[config.mk]
export PLATFORM = sky130hd
export DESIGN_NAME = acr_regs
export DESIGN_NICKNAME = d
export VERILOG_FILES = /design/src/hw/acr_pkg.sv /design/src/hw/acr_regs.sv
export SDC_FILE = /design/constraint.sdc
export NUM_CORES = 1
export LEC_CHECK = 0
export BUFFER_PORTS_ARGS = -buffer_cell sky130_fd_sc_hd__buf_4
export CORE_ASPECT_RATIO = 0.6
export CORE_UTILIZATION = 45
export DETAILED_ROUTE_END_ITERATION = 6
export PLACE_DENSITY = 0.64
export SLEW_MARGIN = 10
export SYNTH_ARGS = -nofsm -noshare
export SYNTH_HDL_FRONTEND = slang
export SYNTH_SLANG_ARGS = --single-unit
export TNS_END_PERCENT = 10
[constraint.sdc]
create_clock -name core_clk -period 5.1 [get_ports core_clk]
set_input_delay 0.765 -clock core_clk [delete_from_list [all_inputs] [get_ports core_clk]]
set_output_delay 0.765 -clock core_clk [all_outputs]
set_load 0.01 [all_outputs]
[src/hw/acr_pkg.sv]
// acr_pkg: addresses, field positions, reset values and timing for the
// adc configuration and test pattern register bank.
// assumes a 7-bit register address and 16-bit data words from the serial port.
package acr_pkg;
	// ****************************************************************
	// addresses
	// ****************************************************************
	localparam logic [6:0] A_SET_SELECT    = 7'h01;
	localparam logic [6:0] A_CHECKSUM_STAT = 7'h05;
	localparam logic [6:0] A_PART_ID       = 7'h06;
	localparam logic [6:0] A_SRC_SELECT    = 7'h16;
	localparam logic [6:0] A_CM_CODE       = 7'h1b;
	localparam logic [6:0] A_RIN_CODE      = 7'h1c;
	localparam logic [6:0] A_SCRAMBLE      = 7'h55;
	localparam logic [6:0] A_OTP_READY     = 7'h5a;
	localparam logic [6:0] A_POWER_DOWN    = 7'h5c;
	localparam logic [6:0] A_TEST_CTRL     = 7'h5d;
	localparam logic [6:0] A_SCR_PERIOD    = 7'h5e;
	localparam logic [6:0] A_FLASH_LEN     = 7'h69;
	localparam logic [6:0] A_SWING         = 7'h6a;
	localparam logic [6:0] A_CM_READBACK   = 7'h6f;
	localparam logic [6:0] A_RIN_READBACK  = 7'h70;
	// ****************************************************************
	// set select codes
	// ****************************************************************
	localparam logic [2:0] SEL_CORE_D = 3'h3;
	localparam logic [2:0] SEL_ALL    = 3'h4;
	localparam logic [2:0] SEL_MASTER = 3'h7;
	// ****************************************************************
	// fields and reset values
	// ****************************************************************
	localparam int         SRC_OFFSET_BIT = 0;
	localparam int         SRC_CM_BIT     = 1;
	localparam int         SRC_RIN_BIT    = 2;
	localparam logic [4:0] CM_RESET       = 5'h10;
	localparam logic [3:0] RIN_RESET      = 4'h8;
	localparam logic [5:0] FLASH_RESET    = 6'h18;
	localparam logic [4:0] PERIOD_RESET   = 5'h01;
	localparam logic [5:0] MODE_FLASH     = 6'h06;
	localparam logic [5:0] MODE_RAMP      = 6'h04;
	localparam logic [6:0] PRBS_SEED      = 7'h7f;
	// ****************************************************************
	// timing: otp ready within 1 ms at 200 MHz
	// ****************************************************************
	localparam real CLK_PERIOD_NS    = 5.0;
	localparam real OTP_READY_MAX_MS = 1.0;
	localparam int  OTP_READY_CYCLES = int'(OTP_READY_MAX_MS * 1.0e6 / CLK_PERIOD_NS) - 1;
	typedef enum logic [1:0] {ACR_PAT_NORMAL, ACR_PAT_FLASH, ACR_PAT_RAMP} acr_pat_t;
endpackage

[src/hw/acr_regs.sv]
// acr_regs: register bank, test patterns and output scrambler of a
// four-core adc; one core_clk domain, registers written by a serial front end.
// assumes wr_en/rd_en pulses on core_clk; sync_pulse is an asynchronous pin.
`timescale 1ns/100ps
// Contract
// - standby bit 1 powers core down; the code takes the standby bit from wr_data[0]
// - simultaneous mode with any core mix
// - single-core standby write affects that core only
// - select code 4 writes all cores
// - select code 7 routes to master set
// - select codes 0..3 pick cores A..D
// - swing control resets zero, reduced swing
// - source bit 2 picks spi resistance
// - bit 1 common mode, bit 0 offset
// - unselected settings fall back to otp
// - resistance code 1C, readback 70
// - common mode code 1B, readback 6F
// - test enable bit 0, mode above
// - ramp mode outputs 12-bit ramp
// - flash length field resets to 18h
// - flash lasts four times field plus one
// - one prbs bit xors all outputs
// - prbs advances every N cycles
// - scramble control enable and suppress bits
// - sync restarts all prbs generators
// - master holds fixed identification code
// - checksum status bits and otp ready
// - otp ready rises within 1 ms
module acr_regs #(
	parameter int          OTP_READY_CYCLES = acr_pkg::OTP_READY_CYCLES,
	parameter logic [11:0] PART_ID          = 12'h5a5 // arbitrary value
) (
	input  wire logic        core_clk,
	input  wire logic        rst_b,
	input  wire logic        wr_en,
	input  wire logic        rd_en,
	input  wire logic [6:0]  addr,
	input  wire logic [15:0] wr_data,
	output logic      [15:0] rd_data,
	input  wire logic        sync_pulse,
	input  wire logic [55:0] conv_data,
	input  wire logic [3:0]  conv_in_range,
	input  wire logic [4:0]  otp_checksum_ok,
	input  wire logic [4:0]  otp_cm_value,
	input  wire logic [3:0]  otp_rin_value,
	output logic      [3:0]  core_power_down,
	output logic             full_swing,
	output logic      [4:0]  input_common_mode_code_use,
	output logic      [3:0]  rin_in_use,
	output logic             offset_from_spi,
	output logic      [55:0] out_data,
	output logic      [3:0]  out_parity,
	output logic      [3:0]  out_in_range
);
	// ****************************************************************
	// shared state
	// ****************************************************************
	logic [2:0]  set_sel_q;
	logic [2:0]  src_sel_q;
	logic [4:0]  cm_code_q;
	logic [3:0]  rin_code_q;
	logic        swing_q;
	logic [3:0]  pd_q;
	logic [6:0]  test_ctrl_q [4];
	logic [5:0]  flash_len_q [4];
	logic [1:0]  scr_ctrl_q  [4];
	logic [4:0]  scr_per_q   [4];
	logic [6:0]  lfsr_q      [4];
	logic [4:0]  scr_cnt_q   [4];
	logic [8:0]  flash_cnt_q [4];
	logic [11:0] ramp_q      [4];
	logic [19:0] otp_cnt_q;
	logic        otp_ready_q;
	logic [1:0]  sync_meta_q;
	logic        sync_prev_q;
	logic [4:0]  ok_s1_q;
	logic [4:0]  ok_s2_q;
	logic [15:0] rd_data_q;

	function automatic logic [6:0] lfsr_step(input logic [6:0] s);
		lfsr_step = {s[5:0], s[6] ^ s[5]}; // x^7 + x^6 + 1
	endfunction

	// ****************************************************************
	// decode
	// ****************************************************************
	wire       master_sel = set_sel_q == acr_pkg::SEL_MASTER;
	wire       all_sel    = set_sel_q == acr_pkg::SEL_ALL;
	wire       core_sel   = set_sel_q <= acr_pkg::SEL_CORE_D;
	wire [1:0] core_idx   = set_sel_q[1:0];
	wire       sync_rise  = sync_meta_q[1] & ~sync_prev_q;
	wire       wr_sel     = wr_en && addr == acr_pkg::A_SET_SELECT;
	wire       wr_master  = wr_en && master_sel;
	logic [3:0] core_wr;
	always_comb
	begin
		for (int c = 0; c < 4; c++)
			core_wr[c] = wr_en && (all_sel || (core_sel && core_idx == 2'(c)));
	end

	// ****************************************************************
	// master set and select register
	// ****************************************************************
	always_ff @(posedge core_clk or negedge rst_b)
	begin
		if (!rst_b)
		begin
			set_sel_q  <= acr_pkg::SEL_MASTER;
			src_sel_q  <= '0;
			cm_code_q  <= acr_pkg::CM_RESET;
			rin_code_q <= acr_pkg::RIN_RESET;
			swing_q    <= 1'b0;
		end
		else
		begin
			if (wr_sel)
				set_sel_q <= wr_data[2:0];
			if (wr_master && addr == acr_pkg::A_SRC_SELECT)
				src_sel_q <= wr_data[2:0];
			if (wr_master && addr == acr_pkg::A_CM_CODE)
				cm_code_q <= wr_data[4:0];
			if (wr_master && addr == acr_pkg::A_RIN_CODE)
				rin_code_q <= wr_data[3:0];
			if (wr_master && addr == acr_pkg::A_SWING)
				swing_q <= wr_data[0];
		end
	end

	// values in use follow the select bit each cycle, so unselected ones are otp
	wire [4:0] cm_use  = src_sel_q[acr_pkg::SRC_CM_BIT]  ? cm_code_q  : otp_cm_value;
	wire [3:0] rin_use = src_sel_q[acr_pkg::SRC_RIN_BIT] ? rin_code_q : otp_rin_value;

	// ****************************************************************
	// per-core sets
	// ****************************************************************
	always_ff @(posedge core_clk or negedge rst_b)
	begin
		if (!rst_b)
		begin
			pd_q <= '0;
			for (int c = 0; c < 4; c++)
			begin
				test_ctrl_q[c] <= '0;
				flash_len_q[c] <= acr_pkg::FLASH_RESET;
				scr_ctrl_q[c]  <= '0;
				scr_per_q[c]   <= acr_pkg::PERIOD_RESET;
			end
		end
		else
		begin
			for (int c = 0; c < 4; c++)
			begin
				if (core_wr[c] && addr == acr_pkg::A_POWER_DOWN)
					pd_q[c] <= wr_data[0];
				if (core_wr[c] && addr == acr_pkg::A_TEST_CTRL)
					test_ctrl_q[c] <= wr_data[6:0];
				if (core_wr[c] && addr == acr_pkg::A_FLASH_LEN)
					flash_len_q[c] <= wr_data[5:0];
				if (core_wr[c] && addr == acr_pkg::A_SCRAMBLE)
					scr_ctrl_q[c] <= wr_data[1:0];
				if (core_wr[c] && addr == acr_pkg::A_SCR_PERIOD && wr_data[4:0] != 5'h00)
					scr_per_q[c] <= wr_data[4:0];
			end
		end
	end

	// ****************************************************************
	// sync pin and otp status inputs
	// ****************************************************************
	always_ff @(posedge core_clk or negedge rst_b)
	begin
		if (!rst_b)
		begin
			sync_meta_q <= '0;
			sync_prev_q <= 1'b0;
			ok_s1_q     <= '0;
			ok_s2_q     <= '0;
			otp_cnt_q   <= '0;
			otp_ready_q <= 1'b0;
		end
		else
		begin
			sync_meta_q <= {sync_meta_q[0], sync_pulse};
			sync_prev_q <= sync_meta_q[1];
			ok_s1_q     <= otp_checksum_ok;
			ok_s2_q     <= ok_s1_q;
			// fixed wake-up count stands in for the fuse settling time
			if (!otp_ready_q)
				otp_cnt_q <= otp_cnt_q + 20'h00001;
			if (otp_cnt_q == 20'(OTP_READY_CYCLES))
				otp_ready_q <= 1'b1;
		end
	end

	// ****************************************************************
	// pattern generators and scrambler
	// ****************************************************************
	acr_pkg::acr_pat_t pat [4];
	logic [8:0]  flash_len_cyc [4];
	always_comb
	begin
		for (int c = 0; c < 4; c++)
		begin
			flash_len_cyc[c] = {1'b0, flash_len_q[c] + 6'h01, 2'b00};
			if (!test_ctrl_q[c][0])
				pat[c] = acr_pkg::ACR_PAT_NORMAL;
			else if (test_ctrl_q[c][6:1] == acr_pkg::MODE_FLASH)
				pat[c] = acr_pkg::ACR_PAT_FLASH;
			else if (test_ctrl_q[c][6:1] == acr_pkg::MODE_RAMP)
				pat[c] = acr_pkg::ACR_PAT_RAMP;
			else
				pat[c] = acr_pkg::ACR_PAT_NORMAL;
		end
	end
	// 3f gives 256: 6-bit sum wraps, so the 64 case is patched below
	always_ff @(posedge core_clk or negedge rst_b)
	begin
		if (!rst_b)
		begin
			for (int c = 0; c < 4; c++)
			begin
				lfsr_q[c]      <= acr_pkg::PRBS_SEED;
				scr_cnt_q[c]   <= '0;
				flash_cnt_q[c] <= '0;
				ramp_q[c]      <= '0;
			end
		end
		else
		begin
			for (int c = 0; c < 4; c++)
			begin
				if (sync_rise)
				begin
					lfsr_q[c]      <= acr_pkg::PRBS_SEED;
					scr_cnt_q[c]   <= '0;
					flash_cnt_q[c] <= '0;
					ramp_q[c]      <= '0;
				end
				else
				begin
					ramp_q[c] <= ramp_q[c] + 12'h001;
					if (flash_cnt_q[c] >= ((flash_len_q[c] == 6'h3f) ? 9'h0ff :
						flash_len_cyc[c] - 9'h001))
						flash_cnt_q[c] <= '0;
					else
						flash_cnt_q[c] <= flash_cnt_q[c] + 9'h001;
					if (scr_cnt_q[c] >= scr_per_q[c] - 5'h01)
					begin
						scr_cnt_q[c] <= '0;
						lfsr_q[c]    <= lfsr_step(lfsr_q[c]);
					end
					else
						scr_cnt_q[c] <= scr_cnt_q[c] + 5'h01;
				end
			end
		end
	end

	logic [13:0] word [4];
	logic [13:0] word_x [4];
	always_comb
	begin
		for (int c = 0; c < 4; c++)
		begin
			case (pat[c])
				acr_pkg::ACR_PAT_FLASH:
					word[c] = {flash_cnt_q[c] == 9'h000 ? 12'hfff : 12'h000, 2'b01};
				acr_pkg::ACR_PAT_RAMP:
					word[c] = {ramp_q[c], ^ramp_q[c], 1'b1};
				acr_pkg::ACR_PAT_NORMAL:
					word[c] = {conv_data[c*14 +: 12], ^conv_data[c*14 +: 12], conv_in_range[c]};
				default:
					word[c] = '0;
			endcase
			if (scr_ctrl_q[c][1])
				word[c] = '0;
			word_x[c] = word[c] ^ {14{scr_ctrl_q[c][0] & lfsr_q[c][0]}};
		end
	end

	// ****************************************************************
	// read mux
	// ****************************************************************
	logic [15:0] rd_mux;
	always_comb
	begin
		rd_mux = '0;
		if (addr == acr_pkg::A_SET_SELECT)
			rd_mux = {13'h0000, set_sel_q};
		else if (master_sel)
			case (addr)
				acr_pkg::A_CHECKSUM_STAT:
					rd_mux = {8'h00, ok_s2_q, 2'b00, otp_ready_q};
				acr_pkg::A_PART_ID:     rd_mux = {4'h0, PART_ID};
				acr_pkg::A_SRC_SELECT:  rd_mux = {13'h0000, src_sel_q};
				acr_pkg::A_CM_CODE:     rd_mux = {11'h000, cm_code_q};
				acr_pkg::A_RIN_CODE:    rd_mux = {12'h000, rin_code_q};
				acr_pkg::A_SWING:       rd_mux = {15'h0000, swing_q};
				acr_pkg::A_CM_READBACK: rd_mux = {11'h000, cm_use};
				acr_pkg::A_RIN_READBACK: rd_mux = {12'h000, rin_use};
				default:                rd_mux = '0;
			endcase
		else
			case (addr)
				acr_pkg::A_POWER_DOWN: rd_mux = {15'h0000, pd_q[core_idx]};
				acr_pkg::A_TEST_CTRL:  rd_mux = {9'h000, test_ctrl_q[core_idx]};
				acr_pkg::A_FLASH_LEN:  rd_mux = {10'h000, flash_len_q[core_idx]};
				acr_pkg::A_SCRAMBLE:   rd_mux = {14'h0000, scr_ctrl_q[core_idx]};
				acr_pkg::A_SCR_PERIOD: rd_mux = {11'h000, scr_per_q[core_idx]};
				acr_pkg::A_OTP_READY:  rd_mux = {15'h0000, otp_ready_q};
				default:               rd_mux = '0;
			endcase
	end

	// ****************************************************************
	// registered outputs
	// ****************************************************************
	always_ff @(posedge core_clk or negedge rst_b)
	begin
		if (!rst_b)
		begin
			rd_data_q       <= '0;
			core_power_down <= '0;
			full_swing      <= 1'b0;
			input_common_mode_code_use       <= acr_pkg::CM_RESET;
			rin_in_use      <= acr_pkg::RIN_RESET;
			offset_from_spi <= 1'b0;
			out_data        <= '0;
			out_parity      <= '0;
			out_in_range    <= '0;
		end
		else
		begin
			if (rd_en)
				rd_data_q <= rd_mux;
			core_power_down <= pd_q;
			full_swing      <= swing_q;
			input_common_mode_code_use       <= cm_use;
			rin_in_use      <= rin_use;
			offset_from_spi <= src_sel_q[acr_pkg::SRC_OFFSET_BIT];
			for (int c = 0; c < 4; c++)
			begin
				out_data[c*14 +: 14] <= {2'b00, word_x[c][13:2]};
				out_parity[c]        <= word_x[c][1];
				out_in_range[c]      <= word_x[c][0];
			end
		end
	end
	assign rd_data = rd_data_q;

	// ****************************************************************
	// checks
	// ****************************************************************
	property p_pd_follows;
		@(posedge core_clk) disable iff (!rst_b)
		(core_wr[3] && addr == acr_pkg::A_POWER_DOWN && !all_sel) |=>
			pd_q[2:0] == $past(pd_q[2:0]);
	endproperty
	a_pd_follows: assert property (p_pd_follows) else $error("other core standby changed");
	property p_all_write;
		@(posedge core_clk) disable iff (!rst_b)
		(wr_en && all_sel && addr == acr_pkg::A_POWER_DOWN) |=> pd_q == {4{$past(wr_data[0])}};
	endproperty
	a_all_write: assert property (p_all_write) else $error("all-core write missed a core");
	property p_master_iso;
		@(posedge core_clk) disable iff (!rst_b)
		(wr_en && master_sel && addr == acr_pkg::A_SCRAMBLE) |=> $stable(scr_ctrl_q[0]);
	endproperty
	a_master_iso: assert property (p_master_iso) else $error("master write hit a core");
	property p_swing;
		@(posedge core_clk) disable iff (!rst_b)
		(wr_master && addr == acr_pkg::A_SWING) ##1 !(wr_master && addr == acr_pkg::A_SWING)
			|=> full_swing == $past(wr_data[0], 2);
	endproperty
	a_swing: assert property (p_swing) else $error("swing output wrong");
	property p_rin_src;
		@(posedge core_clk) disable iff (!rst_b)
		!src_sel_q[acr_pkg::SRC_RIN_BIT] |=> rin_in_use == $past(otp_rin_value);
	endproperty
	a_rin_src: assert property (p_rin_src) else $error("resistance not from otp");
	property p_cm_src;
		@(posedge core_clk) disable iff (!rst_b)
		src_sel_q[acr_pkg::SRC_CM_BIT] |=> input_common_mode_code_use == $past(cm_code_q);
	endproperty
	a_cm_src: assert property (p_cm_src) else $error("common mode not from spi");
	property p_ramp;
		@(posedge core_clk) disable iff (!rst_b)
		(pat[0] == acr_pkg::ACR_PAT_RAMP && scr_ctrl_q[0] == 2'b00 && !sync_rise)[*2]
			|=> out_data[11:0] == $past(out_data[11:0]) + 12'h001;
	endproperty
	a_ramp: assert property (p_ramp) else $error("ramp did not step");
	property p_reserved;
		@(posedge core_clk) disable iff (!rst_b)
		(test_ctrl_q[0][0] && test_ctrl_q[0][6:1] != acr_pkg::MODE_FLASH &&
			test_ctrl_q[0][6:1] != acr_pkg::MODE_RAMP && scr_ctrl_q[0] == 2'b00)
			|=> out_data[11:0] == $past(conv_data[11:0]);
	endproperty
	a_reserved: assert property (p_reserved) else $error("reserved code produced pattern");
	property p_sync;
		@(posedge core_clk) disable iff (!rst_b)
		sync_rise |=> lfsr_q[0] == acr_pkg::PRBS_SEED && lfsr_q[1] == acr_pkg::PRBS_SEED &&
			lfsr_q[2] == acr_pkg::PRBS_SEED && lfsr_q[3] == acr_pkg::PRBS_SEED;
	endproperty
	a_sync: assert property (p_sync) else $error("prbs not aligned after sync");
	property p_otp;
		@(posedge core_clk) disable iff (!rst_b) otp_cnt_q <= 20'(OTP_READY_CYCLES) + 20'h00001;
	endproperty
	a_otp: assert property (p_otp) else $error("otp ready late");
	c_ramp: cover property (@(posedge core_clk) disable iff (!rst_b) pat[0] == acr_pkg::ACR_PAT_RAMP);
	c_flash: cover property (@(posedge core_clk) disable iff (!rst_b) pat[2] == acr_pkg::ACR_PAT_FLASH);
	c_scr: cover property (@(posedge core_clk) disable iff (!rst_b) scr_ctrl_q[1] == 2'b01);
endmodule

==> summary.md <==
| Metric | Value |
|---|---|
| Commonest cells post-synth | `dfrtp_1, xnor2_1, nor2_1` |
| Critical Path, Cell by Cell | `ha_1, xor2_1, nor3b_1, o22ai_1, a32o_1, a21oi_1, ha_1, inv_1, nor3b_1, nor2_1` |
| Fillers | `3615` |
| Final worst slack | `2.04 ns` |
| Power, Total | `7850 uW` |
| Diode count | `0` |
| Starting density of the core | `46.3%` |
| Synthesized area | `19000 sq um` |
| Clk sinks | `between 300 and 400` |
| Worst setup EP type | `register` |
| Total track usage | `between 20% and 30%` |
| Layout Skew | `~0.025 ns` |
| Synth async-reset ratio | `100%` |
| DRC viols | `0` |
| Area Growth Syn to Fin | `15.0%` |
| Top cell type's share of synthesized area | `just under 40%` |
| Syn_area_per_cell | `10.5 sq um` |
| Multi-input gate area | `9720 sq um` |
| Top-Level Pins | `around 200` |
| Post-CTS setup buffer count | `0` |
| Final wirelength | `about 46000 um` |
| Worst-Skew Late Latency | `0.55 ns` |
| Layout cells sized above 1 | `21.2%` |
| Core Region | `41100 sq um` |
| # Max-Cap Violations | `0` |
| Setup TNS | `0 ns` |
| Drt first pass iters | `7` |
| Critical path's top delay family | `simple AND/OR/NAND/NOR gates` |
| Area occupied by registers | `8720 sq um` |
| Seq/Total Area, Yosys | `a little under half` |
| Main synth FF type | `dfrtp_1` |
| WP data arrival | `3.45 ns` |
| IO Port Bufs | `165` |
| Fmax | `0.326 GHz` |
| Die Area | `43100 sq um` |
| GR Overflow Total | `0` |
| Cell Pwr Density | `359 nW/um^2` |
| Vias per inst | `5.46` |
| Post-synth EDFFs | `0` |
| Final Max Tran Viols | `0` |
| Slowest CP cell | `nor3b_1` |
| Worst Path Required | `5.49 ns` |
| Synth area leaders | `dfrtp_1, xnor2_1, dfstp_2, ha_1, mux2_2` |
| Worst min path class | `in2async` |
| Final ANT Viol Nets | `0` |
| Pin count of the biggest net entering global routing | `111` |
| Synthesis Warnings | `0` |
| CTS tree | `done` |
| DR iter-0 viols | `roughly 1100` |
| Hold-fix buffers, CTS | `0` |
| Worst-Margin Slew | `1.20 ns` |
| Cell Rows | `57` |
| Max-slew headroom | `19.5%` |
| Reg2reg start | `flash_len_q[18]$_DFFE_PN0P_` |
| Initial antenna violation count | `0` |
| Reg2Reg Depth | `10` |
| Status | `finished, final reports clean` |
| Global-route wire length before repair | `approximately 74000 um` |
| CTS Buf Count | `36` |
| Leakage | `roughly 0.0097 uW` |
| Slowest stage delay, CP | `approximately 0.59 ns` |
| Post-CTS sizing | `0` |
| Chip width | `267 um` |
| Synth Register Bits | `346` |
| Layout Nets | `2120` |
| RR Endpoint | `flash_cnt_q[35]$_DFF_PN0_` |
| Synth area leader | `dfrtp_1` |
| Critical path buffer and inverter count | `1` |
| Fin crit share | `60.1%` |
| Setup violations, final | `0` |
| Clock transition at path regs | `0.06 ns` |
| Peak supply drop | `between 0.15 and 0.2 mV` |
| Distinct cells, synth | `65` |
| Critical path class | `reg2reg` |
| GPL Wtd Cong | `approximately 0.87` |
| Crit path time final | `between 3 and 4 ns` |
| R2R setup slack | `2.04 ns` |
| Vias | `about 14000` |
| Largest fanout on the critical path | `8` |
| Final hold violations | `0` |
| Most frequent cell after synthesis | `dfrtp_1` |
| Clock root buffer | `clkbuf_16` |
| Die Y | `161 um` |
| WL/cell | `18.2 um` |
| Pre-CTS setup slack | `2.10 ns` |
| Synthesized instance count | `1805` |
| H-tree levels | `2` |
| Post-DP HPWL | `32400 um` |
| Number of global-route vias before repair | `13300` |
| RSZ-0062 raised after global routing | `no` |
| Maximum clock insertion buffer count | `3` |
| Startpoint types | `register` |
## metal layers
metal,wire length [um],vias up,global-route usage (%)
li1,-,6506,-
met1,23400,6726,34.2
met2,18600,446,29.9
met3,3210,61,4.65
met4,647,0,4.03
met5,0,-,0
## cells in the final DEF (no fill, tap or decap), drive strengths merged, types with 7 or more instances in the layout
cell,instances
dfrtp,299
xnor2,201
buf,171
nor2,145
a21oi,130
nand2,110
mux2,101
ha,89
nor3b,63
nand3,60
nor3,54
inv,53
clkbuf,53
xor2,52
dfstp,47
o21ai,38
mux2i,29
a21o,25
nand4,22
mux4,21
and3,20
conb,14
or2,12
a211oi,12
o22ai,11
and2,10
nor2b,10
a31oi,8
nor4,8
nand2b,7
nand3b,7
## logic make-up (layout without fill, tap and decap cells)
| logic type | after synthesis | count (layout) | share of synthesized area [%] |
|---|---|---|---|
| AND/OR/NAND/NOR | 550 | 550 | 14.9 |
| flip-flops | 346 | 346 | 45.8 |
| AO/OA/AOI/OAI | 266 | 266 | 8.35 |
| XOR/XNOR | 253 | 253 | 11.6 |
| multiplexers | 151 | 151 | 10.1 |
| buffers and inverters | 149 | 287 | 3.38 |
| adder cells (fa/ha/maj) | 89 | 89 | 5.85 |
| other | 1 | 14 | 0.0197 |
## area by class of cell
class | count | share of cell area [%]
clock inverters | 12 | 0.881
well taps | 560 | 3.20
clock buffers | 53 | 4.74
flip-flops and latches | 346 | 39.8
inverters | 51 | 0.875
multi-input cells | 1323 | 44.4
repair buffers | 171 | 6.02
## flip-flops by register name, indices dropped and copies added, names as in the netlist, 5 cells and up
register and cells:
cm_code_q 5, flash_cnt_q 36, flash_len_q 24, input_common_mode_code_use 5, lfsr_q 28, ok_s1_q 5
ok_s2_q 5, otp_cnt_q 20, out_data 48, ramp_q 48, rd_data 9, scr_cnt_q 20
scr_ctrl_q 8, scr_per_q 20, test_ctrl_q 28
## worst reg2reg max path, delay by kind of cell, from the launching register on
family / cells / cell delay, ns
flops: 1 / 0.49
xor+xnor: 1 / 0.15
simple gates: 3 / 1.25
fa+ha+maj: 2 / 0.43
compound gates: 3 / 0.54
buf+inv: 1 / 0.05
## power by group
part | switching, uW | internal, uW
clock | 1120 | 1670
combinational | 848 | 822
sequential | 308 | 3090
total | 2270 | 5580
## per-stage QoR
stage	std cells	area [sq um]	utilization, %	hold slack, ns
after floorplan	1818	19100	-	0.331
after global placement	2451	20600	50.3	0.335
after detailed placement	2451	20600	50.3	0.336
after CTS	2516	21900	53.3	0.296
after global routing	2516	21900	53.3	0.299
final	2516	21900	53.3	0.266
## worst max path at each step
stage	cells after the start	end	from	slack [ns]
CTS	10	flash_cnt_q[35]$_DFF_PN0_	flash_len_q[18]$_DFFE_PN0P_	2.09
detailed placement	10	flash_cnt_q[35]$_DFF_PN0_	flash_len_q[18]$_DFFE_PN0P_	2.10
global placement	10	flash_cnt_q[30]$_DFF_PN0_	flash_len_q[18]$_DFFE_PN0P_	2.17
finish	10	flash_cnt_q[35]$_DFF_PN0_	flash_len_q[18]$_DFFE_PN0P_	2.04
floorplan	10	flash_cnt_q[30]$_DFF_PN0_	flash_len_q[18]$_DFFE_PN0P_	2.65
global route	11	flash_cnt_q[4]$_DFF_PN0_	flash_len_q[0]$_DFFE_PN0P_	1.76
Power figures use the tool's default switching activity.
